### src/include/flash_timing_pkg.sv
// Purpose: Shared constants, types and the divider table for flash timing control.
// Assumes: One system clock at 50 MHz; all requests arrive on that clock.
// Notes:   The configuration struct is the exact bit layout of the config register.
package flash_timing_pkg;

  // System clock rate
  localparam int CLK_MHZ = 50;

  // Widths
  localparam int CFG_W   = 8;
  localparam int SPEED_W = 8;
  localparam int ADDR_W  = 16;
  localparam int DATA_W  = 16;
  localparam int DIV_W   = 9;

  // Field positions inside the config register
  localparam int EXEC_WAIT_LSB = 6;
  localparam int READ_ACC_LSB  = 4;
  localparam int PROG_DIV_LSB  = 0;

  // Reset value: slowest flash execution and read timing, smallest divider
  localparam logic [CFG_W-1:0] CFG_RESET = 8'hF0;

  // An erase clears 512 bytes, which is 256 words: the low address bits are dropped
  localparam int                BLOCK_WORD_BITS = 8;
  localparam logic [ADDR_W-1:0] BLOCK_MASK      = 16'hFF00;

  // Config register layout
  typedef struct packed {
    logic [1:0] exec_wait_select;
    logic [1:0] read_access_cycles;
    logic [3:0] program_clock_divider_select;
  } cfg_s;

  // Request towards the flash array
  typedef struct packed {
    logic              rd;
    logic              wr;
    logic              erase;
    logic [ADDR_W-1:0] addr;
    logic [DATA_W-1:0] wdata;
  } flash_req_s;

  // Operation sequencer states
  typedef enum logic [1:0] {
    ST_IDLE,
    ST_READ,
    ST_PROG
  } op_state_e;

  // Core clocks per program time base tick for each divider code
  function automatic logic [DIV_W-1:0] prog_divisor(input logic [3:0] code);
    logic [DIV_W-1:0] d;
    d = 9'h002;
    case (code)
      4'h0:    d = 9'h002;
      4'h1:    d = 9'h003;
      4'h2:    d = 9'h004;
      4'h3:    d = 9'h006;
      4'h4:    d = 9'h008;
      4'h5:    d = 9'h00C;
      4'h6:    d = 9'h010;
      4'h7:    d = 9'h018;
      4'h8:    d = 9'h020;
      4'h9:    d = 9'h030;
      4'hA:    d = 9'h040;
      4'hB:    d = 9'h060;
      4'hC:    d = 9'h080;
      4'hD:    d = 9'h0C0;
      4'hE:    d = 9'h100;
      default: d = 9'h180;
    endcase
    return d;
  endfunction : prog_divisor

endpackage : flash_timing_pkg

### src/rtl/flash_time_base.sv
// Purpose: Divides core clock ticks into the erase and write time base.
// Assumes: core_tick is a one-cycle pulse per core clock on clk.
// Notes:   Counter restarts whenever run is low so each operation starts clean.
`timescale 1ns/100ps
module flash_time_base
  import flash_timing_pkg::*;
(
  // Clock and reset
  input  wire logic       clk,
  input  wire logic       srst,
  input  wire logic       ce,
  // Control
  input  wire logic       run,
  input  wire logic       core_tick,
  input  wire logic [3:0] div_code,
  // Time base pulse
  output logic            tick
);
  import flash_timing_pkg::*;

  logic [DIV_W-1:0] cnt;
  logic [DIV_W-1:0] next_cnt;
  logic             next_tick;
  logic [DIV_W-1:0] divisor;

  // Count core ticks and pulse on the last one of each period
  always_comb begin
    divisor   = prog_divisor(div_code);
    next_cnt  = cnt;
    next_tick = 1'b0;
    if (!run) begin
      next_cnt = '0;
    end else if (core_tick) begin
      if (cnt + 9'h001 >= divisor) begin
        next_cnt  = '0;
        next_tick = 1'b1;
      end else begin
        next_cnt = cnt + 9'h001;
      end
    end
  end

  // Register state
  always_ff @(posedge clk) begin
    if (srst) begin
      cnt  <= '0;
      tick <= 1'b0;
    end else if (ce) begin
      cnt  <= next_cnt;
      tick <= next_tick;
    end
  end
endmodule : flash_time_base

### src/rtl/flash_timing_control.sv
// Purpose: Flash timing control: core clock stretching, read timing, program time base.
// Assumes: Commands, config writes and the flash array all run on clk.
// Notes:   Commands arriving while an operation is pending are ignored.
`timescale 1ns/100ps
// Notes on behaviour
// - From flash, each core cycle lasts at least exec_wait_select plus one system clocks.
// - The core tick period is the slower of core_speed_setting and the flash wait.
// - A read takes read_access_cycles plus one core clock cycles.
// - The erase and write time base is the core clock through a programmable divider.
// - Divider codes 0 to 15 map to 2,3,4,6,8,12,16,24,32,48,64,96,128,192,256,384.
// - With a read timing of one cycle, interrupts cannot make a read fail.
// - Commands start in one cycle and a pending flag holds until completion.
// - Erase clears a whole 512-byte block, addressed by its aligned block base.
module flash_timing_control
  import flash_timing_pkg::*;
(
  // Clock, reset and enable
  input  wire logic                        clk,
  input  wire logic                        srst,
  input  wire logic                        ce,
  // Config register access
  input  wire logic                        cfg_wr,
  input  wire logic [CFG_W-1:0]            cfg_wdata,
  output flash_timing_pkg::cfg_s           cfg_rdata,
  // Core speed
  input  wire logic [SPEED_W-1:0]          core_speed_setting,
  input  wire logic                        exec_from_flash,
  output logic                             core_tick,
  // Commands
  input  wire logic                        cmd_read,
  input  wire logic                        cmd_write,
  input  wire logic                        cmd_erase,
  input  wire logic [ADDR_W-1:0]           cmd_addr,
  input  wire logic [DATA_W-1:0]           cmd_wdata,
  output logic                             flash_op_pending,
  output logic [DATA_W-1:0]                read_data,
  output logic                             read_done,
  // Flash array
  output flash_timing_pkg::flash_req_s     flash_req,
  output logic                             flash_time_base,
  input  wire logic [DATA_W-1:0]           flash_rdata,
  input  wire logic                        flash_prog_done
);
  import flash_timing_pkg::*;

  cfg_s             cfg;
  cfg_s             next_cfg;
  logic [SPEED_W-1:0] core_cnt;
  logic [SPEED_W-1:0] next_core_cnt;
  logic             next_core_tick;
  logic [SPEED_W-1:0] spd_div;
  logic [SPEED_W-1:0] wait_div;
  logic [SPEED_W-1:0] eff_div;
  op_state_e        state;
  op_state_e        next_state;
  logic [1:0]       acc_cnt;
  logic [1:0]       next_acc_cnt;
  flash_req_s       next_req;
  logic             next_pending;
  logic [DATA_W-1:0] next_read_data;
  logic             next_read_done;
  logic             start;

  assign cfg_rdata = cfg;

  // Config register: written whole, otherwise held
  always_comb begin
    next_cfg = cfg;
    if (cfg_wr) begin
      next_cfg = cfg_s'(cfg_wdata);
    end
  end

  always_ff @(posedge clk) begin
    if (srst) begin
      cfg <= cfg_s'(CFG_RESET);
    end else if (ce) begin
      cfg <= next_cfg;
    end
  end

  // Core clock period: slower of speed setting and flash execution wait
  always_comb begin
    spd_div  = (core_speed_setting == 8'h00) ? 8'h01 : core_speed_setting;
    wait_div = exec_from_flash ? ({6'h00, cfg.exec_wait_select} + 8'h01) : 8'h01;
    eff_div  = (wait_div > spd_div) ? wait_div : spd_div;
    next_core_tick = (core_cnt + 8'h01 >= eff_div);
    next_core_cnt  = next_core_tick ? 8'h00 : core_cnt + 8'h01;
  end

  always_ff @(posedge clk) begin
    if (srst) begin
      core_cnt  <= '0;
      core_tick <= 1'b0;
    end else if (ce) begin
      core_cnt  <= next_core_cnt;
      core_tick <= next_core_tick;
    end
  end

  // Operation sequencer: one-cycle start, pending until the array finishes
  assign start = (state == ST_IDLE) && (cmd_read || cmd_write || cmd_erase);

  always_comb begin
    next_state     = state;
    next_acc_cnt   = acc_cnt;
    next_req       = flash_req;
    next_pending   = flash_op_pending;
    next_read_data = read_data;
    next_read_done = 1'b0;
    case (state)
      ST_IDLE: begin
        if (start) begin
          next_pending   = 1'b1;
          next_acc_cnt   = 2'b00;
          next_req.addr  = cmd_addr;
          next_req.wdata = cmd_wdata;
          if (cmd_erase) begin
            next_req.erase = 1'b1;
            next_req.addr  = cmd_addr & BLOCK_MASK;
            next_state     = ST_PROG;
          end else if (cmd_write) begin
            next_req.wr = 1'b1;
            next_state  = ST_PROG;
          end else begin
            next_req.rd = 1'b1;
            next_state  = ST_READ;
          end
        end
      end
      ST_READ: begin
        // Only core ticks count, so a single-cycle read ends on the first tick
        if (core_tick) begin
          if (acc_cnt == cfg.read_access_cycles) begin
            next_read_data = flash_rdata;
            next_read_done = 1'b1;
            next_req.rd    = 1'b0;
            next_pending   = 1'b0;
            next_state     = ST_IDLE;
          end else begin
            next_acc_cnt = acc_cnt + 2'b01;
          end
        end
      end
      ST_PROG: begin
        if (flash_prog_done) begin
          next_req.wr    = 1'b0;
          next_req.erase = 1'b0;
          next_pending   = 1'b0;
          next_state     = ST_IDLE;
        end
      end
      default: begin
        next_state = ST_IDLE;
      end
    endcase
  end

  always_ff @(posedge clk) begin
    if (srst) begin
      state            <= ST_IDLE;
      acc_cnt          <= '0;
      flash_req        <= '0;
      flash_op_pending <= 1'b0;
      read_data        <= '0;
      read_done        <= 1'b0;
    end else if (ce) begin
      state            <= next_state;
      acc_cnt          <= next_acc_cnt;
      flash_req        <= next_req;
      flash_op_pending <= next_pending;
      read_data        <= next_read_data;
      read_done        <= next_read_done;
    end
  end

  // Erase and write time base, running only during a program operation
  flash_time_base u_time_base (
    .clk       (clk),
    .srst      (srst),
    .ce        (ce),
    .run       (state == ST_PROG),
    .core_tick (core_tick),
    .div_code  (cfg.program_clock_divider_select),
    .tick      (flash_time_base)
  );
endmodule : flash_timing_control

### config.mk
export PLATFORM = sky130hd
export DESIGN_NAME = flash_timing_control
export DESIGN_NICKNAME = d
export VERILOG_FILES = /design/src/include/flash_timing_pkg.sv /design/src/rtl/flash_time_base.sv /design/src/rtl/flash_timing_control.sv
export SDC_FILE = /design/constraint.sdc
export NUM_CORES = 1
export LEC_CHECK = 0
export BUFFER_PORTS_ARGS = -buffer_cell sky130_fd_sc_hd__buf_4
export CAP_MARGIN = 20
export CORE_MARGIN = 2
export CORE_UTILIZATION = 30
export DETAILED_ROUTE_END_ITERATION = 7
export PLACE_DENSITY = 0.61
export SLEW_MARGIN = 10
export SYNTH_ARGS = -nofsm -noshare
export SYNTH_HDL_FRONTEND = slang
export SYNTH_HIERARCHICAL = 1
export SYNTH_SLANG_ARGS = --single-unit
### constraint.sdc
create_clock -name clk -period 3.4 [get_ports clk]
set_clock_uncertainty 0.2 [all_clocks]
set_input_delay 0 -clock clk [delete_from_list [all_inputs] [get_ports clk]]
set_output_delay 0 -clock clk [all_outputs]
set_load 0.03 [all_outputs]
==> results.md, run 1 <==
- When the netlist entered floorplanning its net count stood at 592.
- The antenna diode count is 0.
- The number of register bits inferred by synthesis is 84.
- In this run, distinct cell masters in the synthesized netlist total 58.
- The data required time of the worst path is 3420 ps.
- The most used flip-flop cell after synthesis is dfxtp_1.
- In this run switching power makes up 25.7% of total power.
- After synthesis, flip-flops and latches occupy 41.0% of the total area.
- In this run the standard cell core region covers 13300 um2.
- Max-cap violations in this run came to 0.
- In the post-synthesis netlist, the biggest area contributors are dfxtp_1 (41%), nand2_1 (11%), a21oi_1 (8.5%).
- The internal power consumption is 1.88 mW.
- Summing every instance area after synthesis gives 4100 um2.
- The number of design rule violations left after detail routing is 0.
- The clock network power share is 39.3%.
- Summed over all layers, the routed wires come to 12100 um.
- Summing all non-filler instances in the final layout gives an area of 6400 um2.
- The final hold violation count is 0.
- The largest net degree at the start of global routing is 75.
- The worst path in the final design needs a cycle of 3180 ps, including I/O delays and setup.
- The compound-gate portion of the synthesized area is 18.3%.
- The cell row count is 42.
- The count of endpoints failing setup in the final report is 0.
- Power spread over the standard cell area amounts to 395 nW/um2.
- Post-CTS timing repair inserted 0 buffers for setup.
- Synthesis produced a netlist whose cell count is 493.
- The remaining max-slew budget at the tightest pin is 43.6%.
- The combinational share of power is 19.0%.
- The number of enable flip-flop cells after synthesis is 0.
- The sequential power share is 41.7%.
- The xor-xnor portion of the synthesized cell area is 3.20%.
- In the final layout, the share of cells above drive strength 1 is 25.0%.
- The biggest area contributor in the post-synthesis netlist is dfxtp_1.
- The first-pass iteration count of the detailed router is 5.
- The fraction of the mapped netlist area in adder cells is 7.93%.
- The count of hold buffers inserted by post-cts repair is 83.
- The detail-routed via count per cell is 4.79.
- The number of routed nets with antenna violations is 0.
- The count of fill cells added during filler insertion is 1235.
- The number of stages on the worst hold path is 4.
- STA classifies the critical path startpoint as a register.
- The largest vdd supply drop is 0.000210 V.
- The number of buffers created by CTS is 9.
- The number of global-route vias before repair is 4253.
- The analysis attributes to net switching a power of 651 uW.
- The count of final max-slew check failures is 0.
- Summed over all failing endpoints, the final setup total negative slack is 0 ps.
- The count of warnings emitted by yosys is 6.
- The root buffer cell chosen for the clock tree is clkbuf_16.
- The proportion of register bits with asynchronous set or reset after synthesis is 0%.
- The number of DRC markers in iteration 0 is 183.
- The static leakage is 2.80 nW.
- The path type of the worst setup path is register to register.
- The run finished with clean final reports.
- Summed over all layers, the global routing overflow is 0.
- The initial cell density of the core is 30.9%.
- The post-CTS resize count is 0.
- The achievable clock frequency is 314 MHz.
- Of the total synthesized cell area, the portion taken by AND, OR, NAND and NOR gates is 24.1%.
- Port buffering added 135 buffers.
- At the pin with the least slew margin, the transition time is 846 ps.
- The horizontal extent of the die is 121 um.
- The final worst-path cycle share is 93.5%.
- The first global-routing pass estimated 19800 um of wire.
- The multi-input combinational cells in the finished layout cover a total of 2260 um2.
- The fraction of post-synthesis cell area in the top cell type by area is 41.0%.
- During I/O placement, the number of pins put on the boundary was 136.
- Relative to the synthesized area, the layout overhead comes to 56.1%.
- Setup repair after global routing left no endpoint under its margin.
- Clock-pin slew was measured on the worst setup and hold paths at 60 ps.
- Of all nets on the critical path, the largest fanout is 8.
- In this run the worst hold path is classified as input port to register.
- The congestion estimate from routability-driven global placement came to 0.846.
- The aggregate global-route resource usage is 16.7%.
- The vias after detailed routing is 4235.
- The mean instance size in the synthesized netlist is 8.32 um2.
- The initial antenna violation count is 0.
- The worst register-to-register path has a depth of 13.
- Clock latency on the worst-skew pair, taken at its later pin, is 330 ps.
- Once detailed placement completed, the half-perimeter wirelength came to 8190 um.
- The die is 121 um tall.
- The clock passes through at most 2 buffers.
- The clock net in this run drives a total of 84 sinks.
- The TritonCTS clock tree is yes.
- After detailed placement, the total cell area comes to 5270 um2.
- The combinational family with the most area after synthesis is simple AND/OR/NAND/NOR gates.
- The mean routed wirelength per cell is 13.7 um.
- STA classifies the critical path endpoint as a register.
- The sequential cell area is 1680 um2.
- The H-tree was split into 3 levels.
- In the final design database the tool counted 803 nets.
- The arrival time of data at the critical path endpoint is 3200 ps.
- The multiplexer share of the synthesized area is 1.52%.
- The die footprint is 14600 um2.
[flip-flops by register name, indices dropped and copies added, names as in the netlist]
name              cells
acc_cnt               2
flash_op_pending      1
u_time_base/tick      1
u_time_base/cnt       9
core_cnt              8
core_tick             1
read_data            16
flash_req            35
read_done             1
cfg_rdata             8
state                 2
[logic make-up after synthesis]
logic type | after synthesis
AOI/OAI and AO/OA | 116
buffers and inverters | 39
and+or+nand+nor | 210
xor gates and xnor gates | 12
DFF | 84
muxes | 6
adders and majority gates | 26
[power by group through the flow]
stage          logic [mW]  clock network, mW  registers [mW]
2_1_floorplan       0.165                  0            1.14
3_3_place_gp        0.397                  0            1.07
3_5_place_dp        0.405                  0            1.08
4_1_cts             0.480               1.03            1.05
5_1_grt             0.522               1.06            1.06
6_report            0.481              0.996            1.06
[metal layers]
layer / share of wire, % / wire length [um] / up-vias / track usage [%]
li1: - / - / 2130 / -
met1: 41 / 5010 / 1972 / 19.2
met2: 51 / 6230 / 105 / 29.1
met3: 3.7 / 446 / 28 / 3.15
met4: 3.7 / 446 / 0 / 9.23
met5: 0 / 0 / - / 0
[layout by cell type (no fill, tap or decap), types with 3 or more instances in the layout]
cell,Yosys,final
xnor2_1,6,6
a22o_1,5,5
mux2i_1,4,4
a22o_2,5,5
buf_4,1,138
nor3_1,3,3
a21oi_1,70,70
and2_1,5,5
inv_1,17,17
dfxtp_1,84,84
nor2b_1,6,5
xor2_1,4,4
dlygate4sd3_1,0,83
nand2_1,115,115
nor2_1,20,20
clkbuf_16,0,9
a211o_1,5,5
ha_1,26,26
nand3b_1,9,9
or2_2,3,3
nand2b_1,10,10
or3_1,3,3
clkbuf_8,0,3
nand3_1,19,19
and3_1,7,7
o21ai_0,5,5
a21o_1,3,3
[metrics by stage]
| stage | std cells | setup WS, ps | hold WS (ps) | utilization, % | total power [mW] |
|---|---|---|---|---|---|
| finish | 884 | 220 | 26.3 | 48.2 | 2.53 |
| global route | 884 | 24.4 | 61.0 | 48.2 | 2.64 |
| CTS | 884 | 203 | 10.1 | 48.2 | 2.57 |
| detailed placement | 786 | 206 | 54.6 | 39.6 | 1.48 |
| global placement | 786 | 332 | 47.4 | 39.6 | 1.47 |
| floorplan | 493 | 182 | -131 | - | 1.31 |
[area by class of cell]
| type | count | area share [%] |
|---|---|---|
| multi-input combinational | 370 | 35.3 |
| timing repair buffer | 221 | 29.2 |
| tap | 176 | 3.44 |
| inverter | 18 | 1.06 |
| clock inverter | 1 | 0.469 |
| sequential | 84 | 26.3 |
| clock buffer | 14 | 4.28 |
[path summary, 6_finish.rpt]
| path | slack (ps) | to | from |
|---|---|---|---|
| worst min-delay path | 30 | cfg_rdata[2] | cfg_wr |
| worst max-delay path | 220 | core_cnt[0] | cfg_rdata[6] |
| worst max register to register | 220 | core_cnt[0] | cfg_rdata[6] |
| worst min register to register | 250 | flash_req[16] | flash_req[16] |
[synth_stat cells, types with 6 or more instances]
cell type	count
clkbuf_1	11
nand2b_1	10
nor2_1	20
dfxtp_1	84
a21oi_1	70
xnor2_1	6
nand2_1	115
ha_1	26
nor2b_1	6
nand3b_1	9
and3_1	7
nand3_1	19
buf_2	9
inv_1	17
[critical path, stage by stage, from the launching register on]
cell and delay [ps]:
dfxtp_1 340, ha_1 280, and2_1 170, ha_1 320, a21o_1 180, a21oi_1 160
nor2_2 90, mux2i_1 130, ha_1 280, o211ai_1 70, o21ai_0 260, a211oi_2 110
buf_4 210, mux2_2 250
Power figures use the tool's default switching activity.
==> inputs of run 2 (changes only) <==
- PLACE_DENSITY: 0.61 -> 0.6
- SYNTH_HIERARCHICAL: 1 -> not set
==> run 2 against run 1 <==
  * Register-to-register slack got worse by 80 ps
  * Hold slack improved by 12 ps
  * First-iteration DRC count rose by 11%
  * Utilization fell by 0.31 points
  * Critical path type unchanged
  * Critical endpoint is now core_cnt[2]
  * Largest cell class unchanged
  * Largest power group is now clock
==> results.md, run 2 <==
- The run finished with clean final reports.
- The number of stages on the worst hold path was 4 (unchanged).
- The count of fill cells added during filler insertion is 1338 (+8.3%).
- The die extent in y was 126 um (+4.4%).
- The signal on the critical path passes through ha_4 -> and2_4 -> ha_4 -> a21o_1 -> a21oi_2 -> nor2_2 -> mux2i_1 -> ha_1 -> nand2b_4 -> a2111o_1 -> a21oi_4 -> buf_6 -> o2111ai_4 -> a31oi_1.
- The final hold slack was 38.8 ps (+12.5 ps).
- The data required time of the worst path is 3460 ps (+40 ps).
- Among all flip-flop cells after synthesis, the most frequent one is dfxtp_1.
- The detail-routed via count per cell is 4.79 (about the same).
- The number of routed nets with antenna violations is 0 (unchanged).
- The number of DRC markers in iteration 0 is 203 (+11%).
- The power per cell area was 418 nW/um2 (+5.6%).
- The final worst-path cycle share was 96.0% (+2.5 points).
- Setup repair after global routing could not meet its margin everywhere.
- The flip-flop count of the largest register, all copies and words added was 35 (unchanged).
- The multiplexer share of the synthesized area came to 5.86% (+4.3 points).
- The longest individual stage delay on the worst path is 470 ps (+130 ps).
- The die footprint is 15900 um2 (+9.0%).
- The aggregate global-route resource usage was 15.9% (-0.85 points).
- The core occupancy in the finished layout is 47.8% (-0.31 points).
- The area of the core is 14600 um2 (+9.7%).
- The xor-xnor portion of the synthesized cell area is 2.93% (-0.27 points).
- The gate count of the mapped netlist is 523 (+6.1%).
- The H-tree level count came to 3 (unchanged).
- The commonest cells after synthesis are dfxtp_1 (93), nand2_1 (86), a21oi_1 (50).
- The startpoint class of the critical path is a register.
- The proportion of register bits with asynchronous set or reset after synthesis was 0% (unchanged).
- The worst hold path begins at cmd_erase.
- The fraction of the mapped netlist area in adder cells is 7.54% (-0.39 points).
- The path with the worst hold slack has its endpoint at state[1].
- The cell count after placement is 822 (+4.6%).
- The largest net degree at the start of global routing is 82 (+9.3%).
- The wire length of the first global-routing pass was 20700 um (+4.6%).
- The horizontal extent of the die is 126 um (+4.4%).
- The root buffer cell chosen for the clock tree is clkbuf_16.
- The remaining max-slew budget at the tightest pin is 29.0% (-15 points).
- The largest registers in the layout are flash_req (35), read_data (16).
- The number of enable flip-flop cells after synthesis is 0 (unchanged).
- The aggregate routed wire length came to 12600 um (+4.1%).
- The register-to-register setup slack is 140 ps (-80 ps).
- The worst-skew pair later-pin latency is 340 ps (about the same).
- The clock-pin slew on the worst setup and hold paths came to 60 ps (about the same).
- The number of buffers and inverters on the critical path is 1 (unchanged).
- The type of destination of the critical path is a register.
- The net count after synthesis is 623 (+5.2%).
- From synthesis to final layout, the design area changed by 55.7%.
- The number of violations of the max-capacitance limit was 0 (unchanged).
- The arrival time of data at the critical path endpoint is 3330 ps (+130 ps).
- The first-pass iteration count of the detailed router was 4 (-1).
- The library cell with the highest instance count after synthesis is dfxtp_1.
- The cell row count is 44 (+4.8%).
- The count of final max-slew check failures is 0 (unchanged).
- The achievable clock frequency was 306 MHz (-2.6%).
- The final hold violation count is 0 (unchanged).
- The worst register-to-register path ends at core_cnt[2].
- The deepest clock path buffer count is 2 (unchanged).
- The number of register bits inferred by synthesis was 93 (+11%).
- The number of buffers created by CTS was 9 (unchanged).
- The number of distinct library cell variants in the gate-level netlist after synthesis is 57 (-1.7%).
- By area the synthesized netlist is led by dfxtp_1 (42%), ha_1 (7.5%), nand2_1 (7.2%).
- The transition time of the tightest slew-check pin is 1060 ps (+215 ps).
- Among the stages of the critical path, the cell type that occurs most often is ha_4.
- The filler-free cell count of the finished design is 926 (+4.8%).
- The static leakage is 3.17 nW (+13%).
- The number of input and output port buffers inserted is 135 (unchanged).
- The number of global-route vias before repair was 4525 (+6.4%).
- The vias after detailed routing is 4438 (+4.8%).
- The worst reg-to-reg path cell count is 14 (+1).
- The worst slack at placement is -52.0 ps (-258 ps).
- Counting flops per register, the top entry is flash_req.
- The fraction of post-synthesis cell area in the top cell type by area is 41.5% (+0.54 points).
- The slack of the critical path is 135 ps (-84.7 ps).
- The initial cell density of the core is 30.7% (-0.13 points).
- The mean instance size in the synthesized netlist is 8.57 um2 (+3.0%).
- In the layout the commonest cells are buf_4 (141), dfxtp_1 (91), nand2_1 (86).
- The number of design rule violations left after detail routing is 0 (unchanged).
- The largest vdd supply drop is 0.000200 V (-4.6%).
- The antenna diode count was 0 (unchanged).
- The count of endpoints failing setup in the final report is 0 (unchanged).
- The share of synthesized area occupied by flip-flops and latches is 41.5% (+0.54 points).
- The placed instance area is 5660 um2 (+7.4%).
- The final period demand of the worst path came to 3260 ps (+84.7 ps).
- The cell with the largest stage delay on the worst path is a2111o_1.
- The worst min-delay path class is input port to register.
- The summed instance area of the synthesized netlist is 4480 um2 (+9.3%).
- The TritonCTS sink count is 93 (+11%).
- The compound-gate portion of the synthesized area came to 16.6% (-1.7 points).
- The post-route cell area is 6980 um2 (+9.0%).
- The count of warnings emitted by yosys is 0 (-6).
- The mean routed wirelength per cell came to 13.6 um (-0.59%).
- The worst setup path is of the register to register kind.
- The estimated wirelength of the detail-placed design is 8300 um (+1.4%).
- The area share of and/or/nand/nor cells after synthesis is 20.6% (-3.5 points).
- The largest fanout on the critical path is 3 (-5).
- The count of boundary I/O pins is 136 (unchanged).
- The total congestion overflow after global routing came to 0 (unchanged).
- The library cell used most frequently in the layout, excluding fill and tap cells, is buf_4.
- The fraction of layout instances using a drive strength above 1 came to 24.9% (-0.067 points).
- The TritonCTS clock tree is yes.
- After synthesis, the largest family of logic cells by area is simple AND/OR/NAND/NOR gates.
- In this run the critical register-to-register path is launched from cfg_rdata[7].
- The final RePlAce weighted congestion was 0.826 (-2.3%).
- The biggest area contributor in the post-synthesis netlist is dfxtp_1.
- The initial antenna violation count is 0 (unchanged).
- The number of nets in the layout came to 838 (+4.4%).
- Grouping stages by cell kind, the critical path spends the most delay in compound AO/OA/AOI/OAI gates.
-- run 2: cell types whose count changed after synthesis, moves of 9 or more --
cell / before / now
a21oi_1: 70 / 50
dfxtp_1: 84 / 93
inv_1: 17 / 31
mux2i_1: 4 / 24
nand2_1: 115 / 86
nor2_1: 20 / 44
-- run 2: worst reg2reg max path: stages, from the launching register on --
cell and delay, ps:
dfxtp_4 360, ha_4 250, and2_4 140, ha_4 190
a21o_1 190, a21oi_2 130, nor2_2 60, mux2i_1 110
ha_1 290, nand2b_4 140, a2111o_1 470, a21oi_4 200
buf_6 150, o2111ai_4 100, a31oi_1 200
-- run 2: per-stage QoR --
stage               TNS, ps  total power, mW
CTS                       0             2.94
global placement          0             1.61
global route          -67.0             3.05
detailed placement     -107             1.62
floorplan                 0             1.44
finish                    0             2.92
-- run 2: where the power goes --
part           internal (mW)  switching, mW
clock network          0.809          0.412
registers               1.13         0.0296
logic                  0.253          0.277
-- run 2: cells by family (layout without fill, tap and decap cells) --
family,Yosys count,after routing
XOR/XNOR,15,15
flip-flops,93,93
buffers and inverters,55,273
AO/OA/AOI/OAI,108,109
AND/OR/NAND/NOR,199,199
multiplexers,26,26
adder cells (fa/ha/maj),27,27
-- run 2: per-layer routing --
metal / GRT usage (%) / routed length (um)
met1: 17.4 / 5400
met5: 0 / 0
met4: 7.89 / 333
met3: 3.44 / 511
met2: 28.8 / 6390
-- run 2: what timing repair did --
action	in CTS	in global routing
hold buffers	84	0
hold endpoints to repair	74	0
setup endpoints to repair	4	8
buffers inserted	3	1
gates cloned	1	0
pin swaps	11	11
resized for setup	2	11
-- run 2: final cells by class --
cell class                      count  area, um2  area share (%)
Sequential cell                    93       1870            26.7
Multi-Input combinational cell    376       2480            35.6
Inverter                           31        116            1.67
Timing Repair Buffer              227       1920            27.5
Clock buffer                       11        243            3.48
Tap cell                          184        230            3.30
Clock inverter                      4        120            1.72
-- run 2: worst max path at each step --
| stage | start | slack (ps) | cells after the start | endpoint |
|---|---|---|---|---|
| after global placement | core_speed_setting[4] | 30 | 16 | core_cnt[3] |
| after detailed placement | core_speed_setting[4] | -50 | 16 | core_cnt[2] |
| after global routing | cfg_rdata[7] | -40 | 14 | core_cnt[2] |
| after floorplan | cfg_rdata[6] | 30 | 13 | core_cnt[3] |
| final | cfg_rdata[7] | 140 | 14 | core_cnt[2] |
| after CTS | cfg_rdata[6] | 8 | 13 | core_cnt[3] |
==> inputs of run 3 (changes only) <==
==> constraint.sdc (replaced) <==
create_clock -name clk -period 3.4 [get_ports clk]
set_clock_uncertainty 0.2 [all_clocks]
set_input_delay 0.17 -clock clk [delete_from_list [all_inputs] [get_ports clk]]
set_output_delay 0.17 -clock clk [all_outputs]
set_load 0.03 [all_outputs]
==> run 3 against run 2 <==
  * Cell area fell by 4.3%
  * Count of clock-buffer cells in the layout rose by 1
  * Register-to-register slack improved by 60 ps
  * Power fell by 3.3%
  * Sequential power barely moved
  * Non-clock buffer count fell by 24
  * Setup slack improved by 57 ps
  * Clock power fell by 5%
  * Combinational power fell by 6.2%
  * Critical endpoint unchanged
==> results.md, run 3 (synthesis results as in run 2) <==
- The run finished with clean final reports.
- The slack of the critical path is 192 ps (+57.3 ps).
- The achievable clock frequency is 312 MHz (+1.8%).
- Relative to the synthesized area, the layout overhead comes to 49.1%.
- The arrival time of data at the critical path endpoint is 3270 ps (-60 ps).
- The worst reg-to-reg path cell count is 14 (unchanged).
- Leaving out fill and tap cells, the most frequent cells in the layout are buf_4 (142), dfxtp_1 (91), nand2_1 (86).
- The H-tree level count is 3 (unchanged).
- The register-to-register setup slack is 190 ps (+60 ps).
- The number of stages on the worst hold path is 3 (-1).
- The data required time of the worst path is 3470 ps (about the same).
- The number of input and output port buffers inserted is 135 (unchanged).
- The total power after layout is 2.82 mW (-3.3%).
- The largest registers in the layout are flash_req (35), read_data (16).
- The met3 usage in global routing is 3.14% (-0.30 points).
- The worst min-delay path class is input port to register.
- The number of nets in the layout came to 813 (-3.0%).
- The path type of the worst setup path is register to register.
- The final period demand of the worst path is 3210 ps (-57.3 ps).
- The startpoint of the most critical register-to-register path is cfg_rdata[7].
- The met2 global-route usage is 26.2% (-2.6 points).
- The die footprint is 15900 um2 (unchanged).
- The initial cell density of the core is 30.7% (unchanged).
- The number of routed nets with antenna violations was 0 (unchanged).
- The first-pass iteration count of the detailed router is 4 (unchanged).
- The deepest clock path buffer count is 2 (unchanged).
- The count of boundary I/O pins came to 136 (unchanged).
- Clock tree synthesis selected as its root buffer the cell clkbuf_16.
- The static leakage is 3.08 nW (-3.0%).
- The worst setup path is captured at a register.
- The count of fill cells added during filler insertion is 1352 (+1.0%).
- Setup repair after global routing left no endpoint under its margin.
- The startpoint class of the critical path is a register.
- The aggregate global-route resource usage was 15.4% (-0.51 points).
- The antenna diode count is 0 (unchanged).
- The final setup TNS came to 0 ps (unchanged).
- The die extent in y was 126 um (unchanged).
- The aggregate routed wire length was 12300 um (-2.7%).
- The met1 usage in global routing came to 18.9% (+1.4 points).
- The endpoint with the worst hold slack is cfg_rdata[0].
- The number of design rule violations left after detail routing is 0 (unchanged).
- The worst-skew pair later-pin latency is 340 ps (about the same).
- The horizontal extent of the die is 126 um (unchanged).
- The fraction of layout instances using a drive strength above 1 is 25.5% (+0.55 points).
- The clock-pin slew on the worst setup and hold paths came to 60 ps (about the same).
- The TritonCTS sink count was 93 (unchanged).
- The transition time of the tightest slew-check pin is 1090 ps (+32.8 ps).
- The largest fanout on the critical path came to 8 (+5).
- The cell row count is 44 (unchanged).
- The final worst-path cycle share is 94.3% (-1.7 points).
- The initial antenna violation count is 0 (unchanged).
- The worst slack at placement is -171 ps (-119 ps).
- The estimated wirelength of the detail-placed design is 8220 um (-0.97%).
- The leading cell type in the layout, fill and taps excluded is buf_4.
- The largest vdd supply drop is 0.000227 V (+13%).
- The number of violations of the max-capacitance limit is 0 (unchanged).
- The area of the core is 14600 um2 (unchanged).
- The count of endpoints failing setup in the final report was 0 (unchanged).
- The layer carrying the most global-route usage is met2.
- The end of the worst register-to-register path is core_cnt[2].
- The count of final max-slew check failures is 0 (unchanged).
- The total congestion overflow after global routing is 0 (unchanged).
- The number of global-route vias before repair is 4252 (-6.0%).
- The number of DRC markers in iteration 0 was 234 (+15%).
- The core occupancy in the finished layout is 45.8% (-2.0 points).
- flash_req holds more flip-flops than any other register.
- The detail-routed via count per cell is 4.82 (+0.56%).
- The final hold violation count was 0 (unchanged).
- The vias after detailed routing came to 4347 (-2.1%).
- The power per cell area came to 422 nW/um2 (+1.0%).
- The largest net degree at the start of global routing was 82 (unchanged).
- The flip-flop count of the largest register, all copies and words added is 35 (unchanged).
- The mean routed wirelength per cell was 13.6 um (about the same).
- The number of buffers created by CTS is 9 (unchanged).
- The worst hold path begins at cfg_wr.
- The final RePlAce weighted congestion is 0.820 (-0.79%).
- The remaining max-slew budget at the tightest pin was 26.8% (-2.2 points).
- TritonCTS built the clock tree.
- The wire length of the first global-routing pass is 20100 um (-2.9%).
run 3: worst max path at each step:
| stage | startpoint | end | slack, ps | cells past startpoint |
|---|---|---|---|---|
| finish | cfg_rdata[7] | core_cnt[2] | 190 | 14 |
| global route | cfg_rdata[7] | core_cnt[2] | 5 | 14 |
| CTS | cfg_rdata[6] | core_cnt[2] | 10 | 14 |
| detailed placement | core_speed_setting[4] | core_cnt[2] | -170 | 17 |
| global placement | core_speed_setting[4] | core_cnt[2] | -50 | 17 |
| floorplan | cfg_rdata[6] | core_cnt[3] | 30 | 13 |
run 3: timing repair:
item | CTS | global route
setup buffers | 0 | 1
setup endpoints to repair | 1 | 8
hold endpoints to repair | 55 | 0
gates resized for setup | 0 | 7
pin swaps | 6 | 6
hold buffers | 60 | 0
run 3: layer usage:
layer  vias up  part of all wire, %
met5         -                    0
met4         0                  1.9
met3        18                  4.5
met2       104                   50
met1      2030                   44
li1       2195                    -
run 3: power breakdown:
group          leakage (nW)  total [mW]  switching, mW  internal (mW)
logic                  2.16       0.498          0.269          0.229
registers             0.756        1.16         0.0292           1.13
clock network         0.167        1.16          0.420          0.738
run 3: area by class of cell:
type | count | area (um2) | area share [%]
repair buffers | 203 | 1690 | 25.2
flip-flops and latches | 93 | 1860 | 27.9
clock buffers | 12 | 246 | 3.69
inverters | 31 | 116 | 1.74
multi-input cells | 375 | 2440 | 36.6
clock inverters | 4 | 95.1 | 1.42
well taps | 184 | 230 | 3.45
run 3: metrics by stage:
| step | area (um2) | std cells | hold WS [ps] |
|---|---|---|---|
| floorplan | 4490 | 523 | 106 |
| detailed placement | 5690 | 825 | 218 |
| CTS | 6630 | 901 | 7.60 |
| global route | 6680 | 902 | 51.3 |
| global placement | 5690 | 825 | 199 |
| finish | 6680 | 902 | 27.6 |
run 3: worst max-delay path, stage by stage, from the launching register on:
cell,delay [ps]
dfxtp_2,340
ha_4,150
and2_1,170
ha_1,340
nand3_1,90
nand2_1,70
nor2_2,120
mux2i_1,210
ha_1,240
nand2b_1,140
a2111o_1,450
a21oi_4,190
buf_12,140
o2111ai_2,100
a31oi_1,180
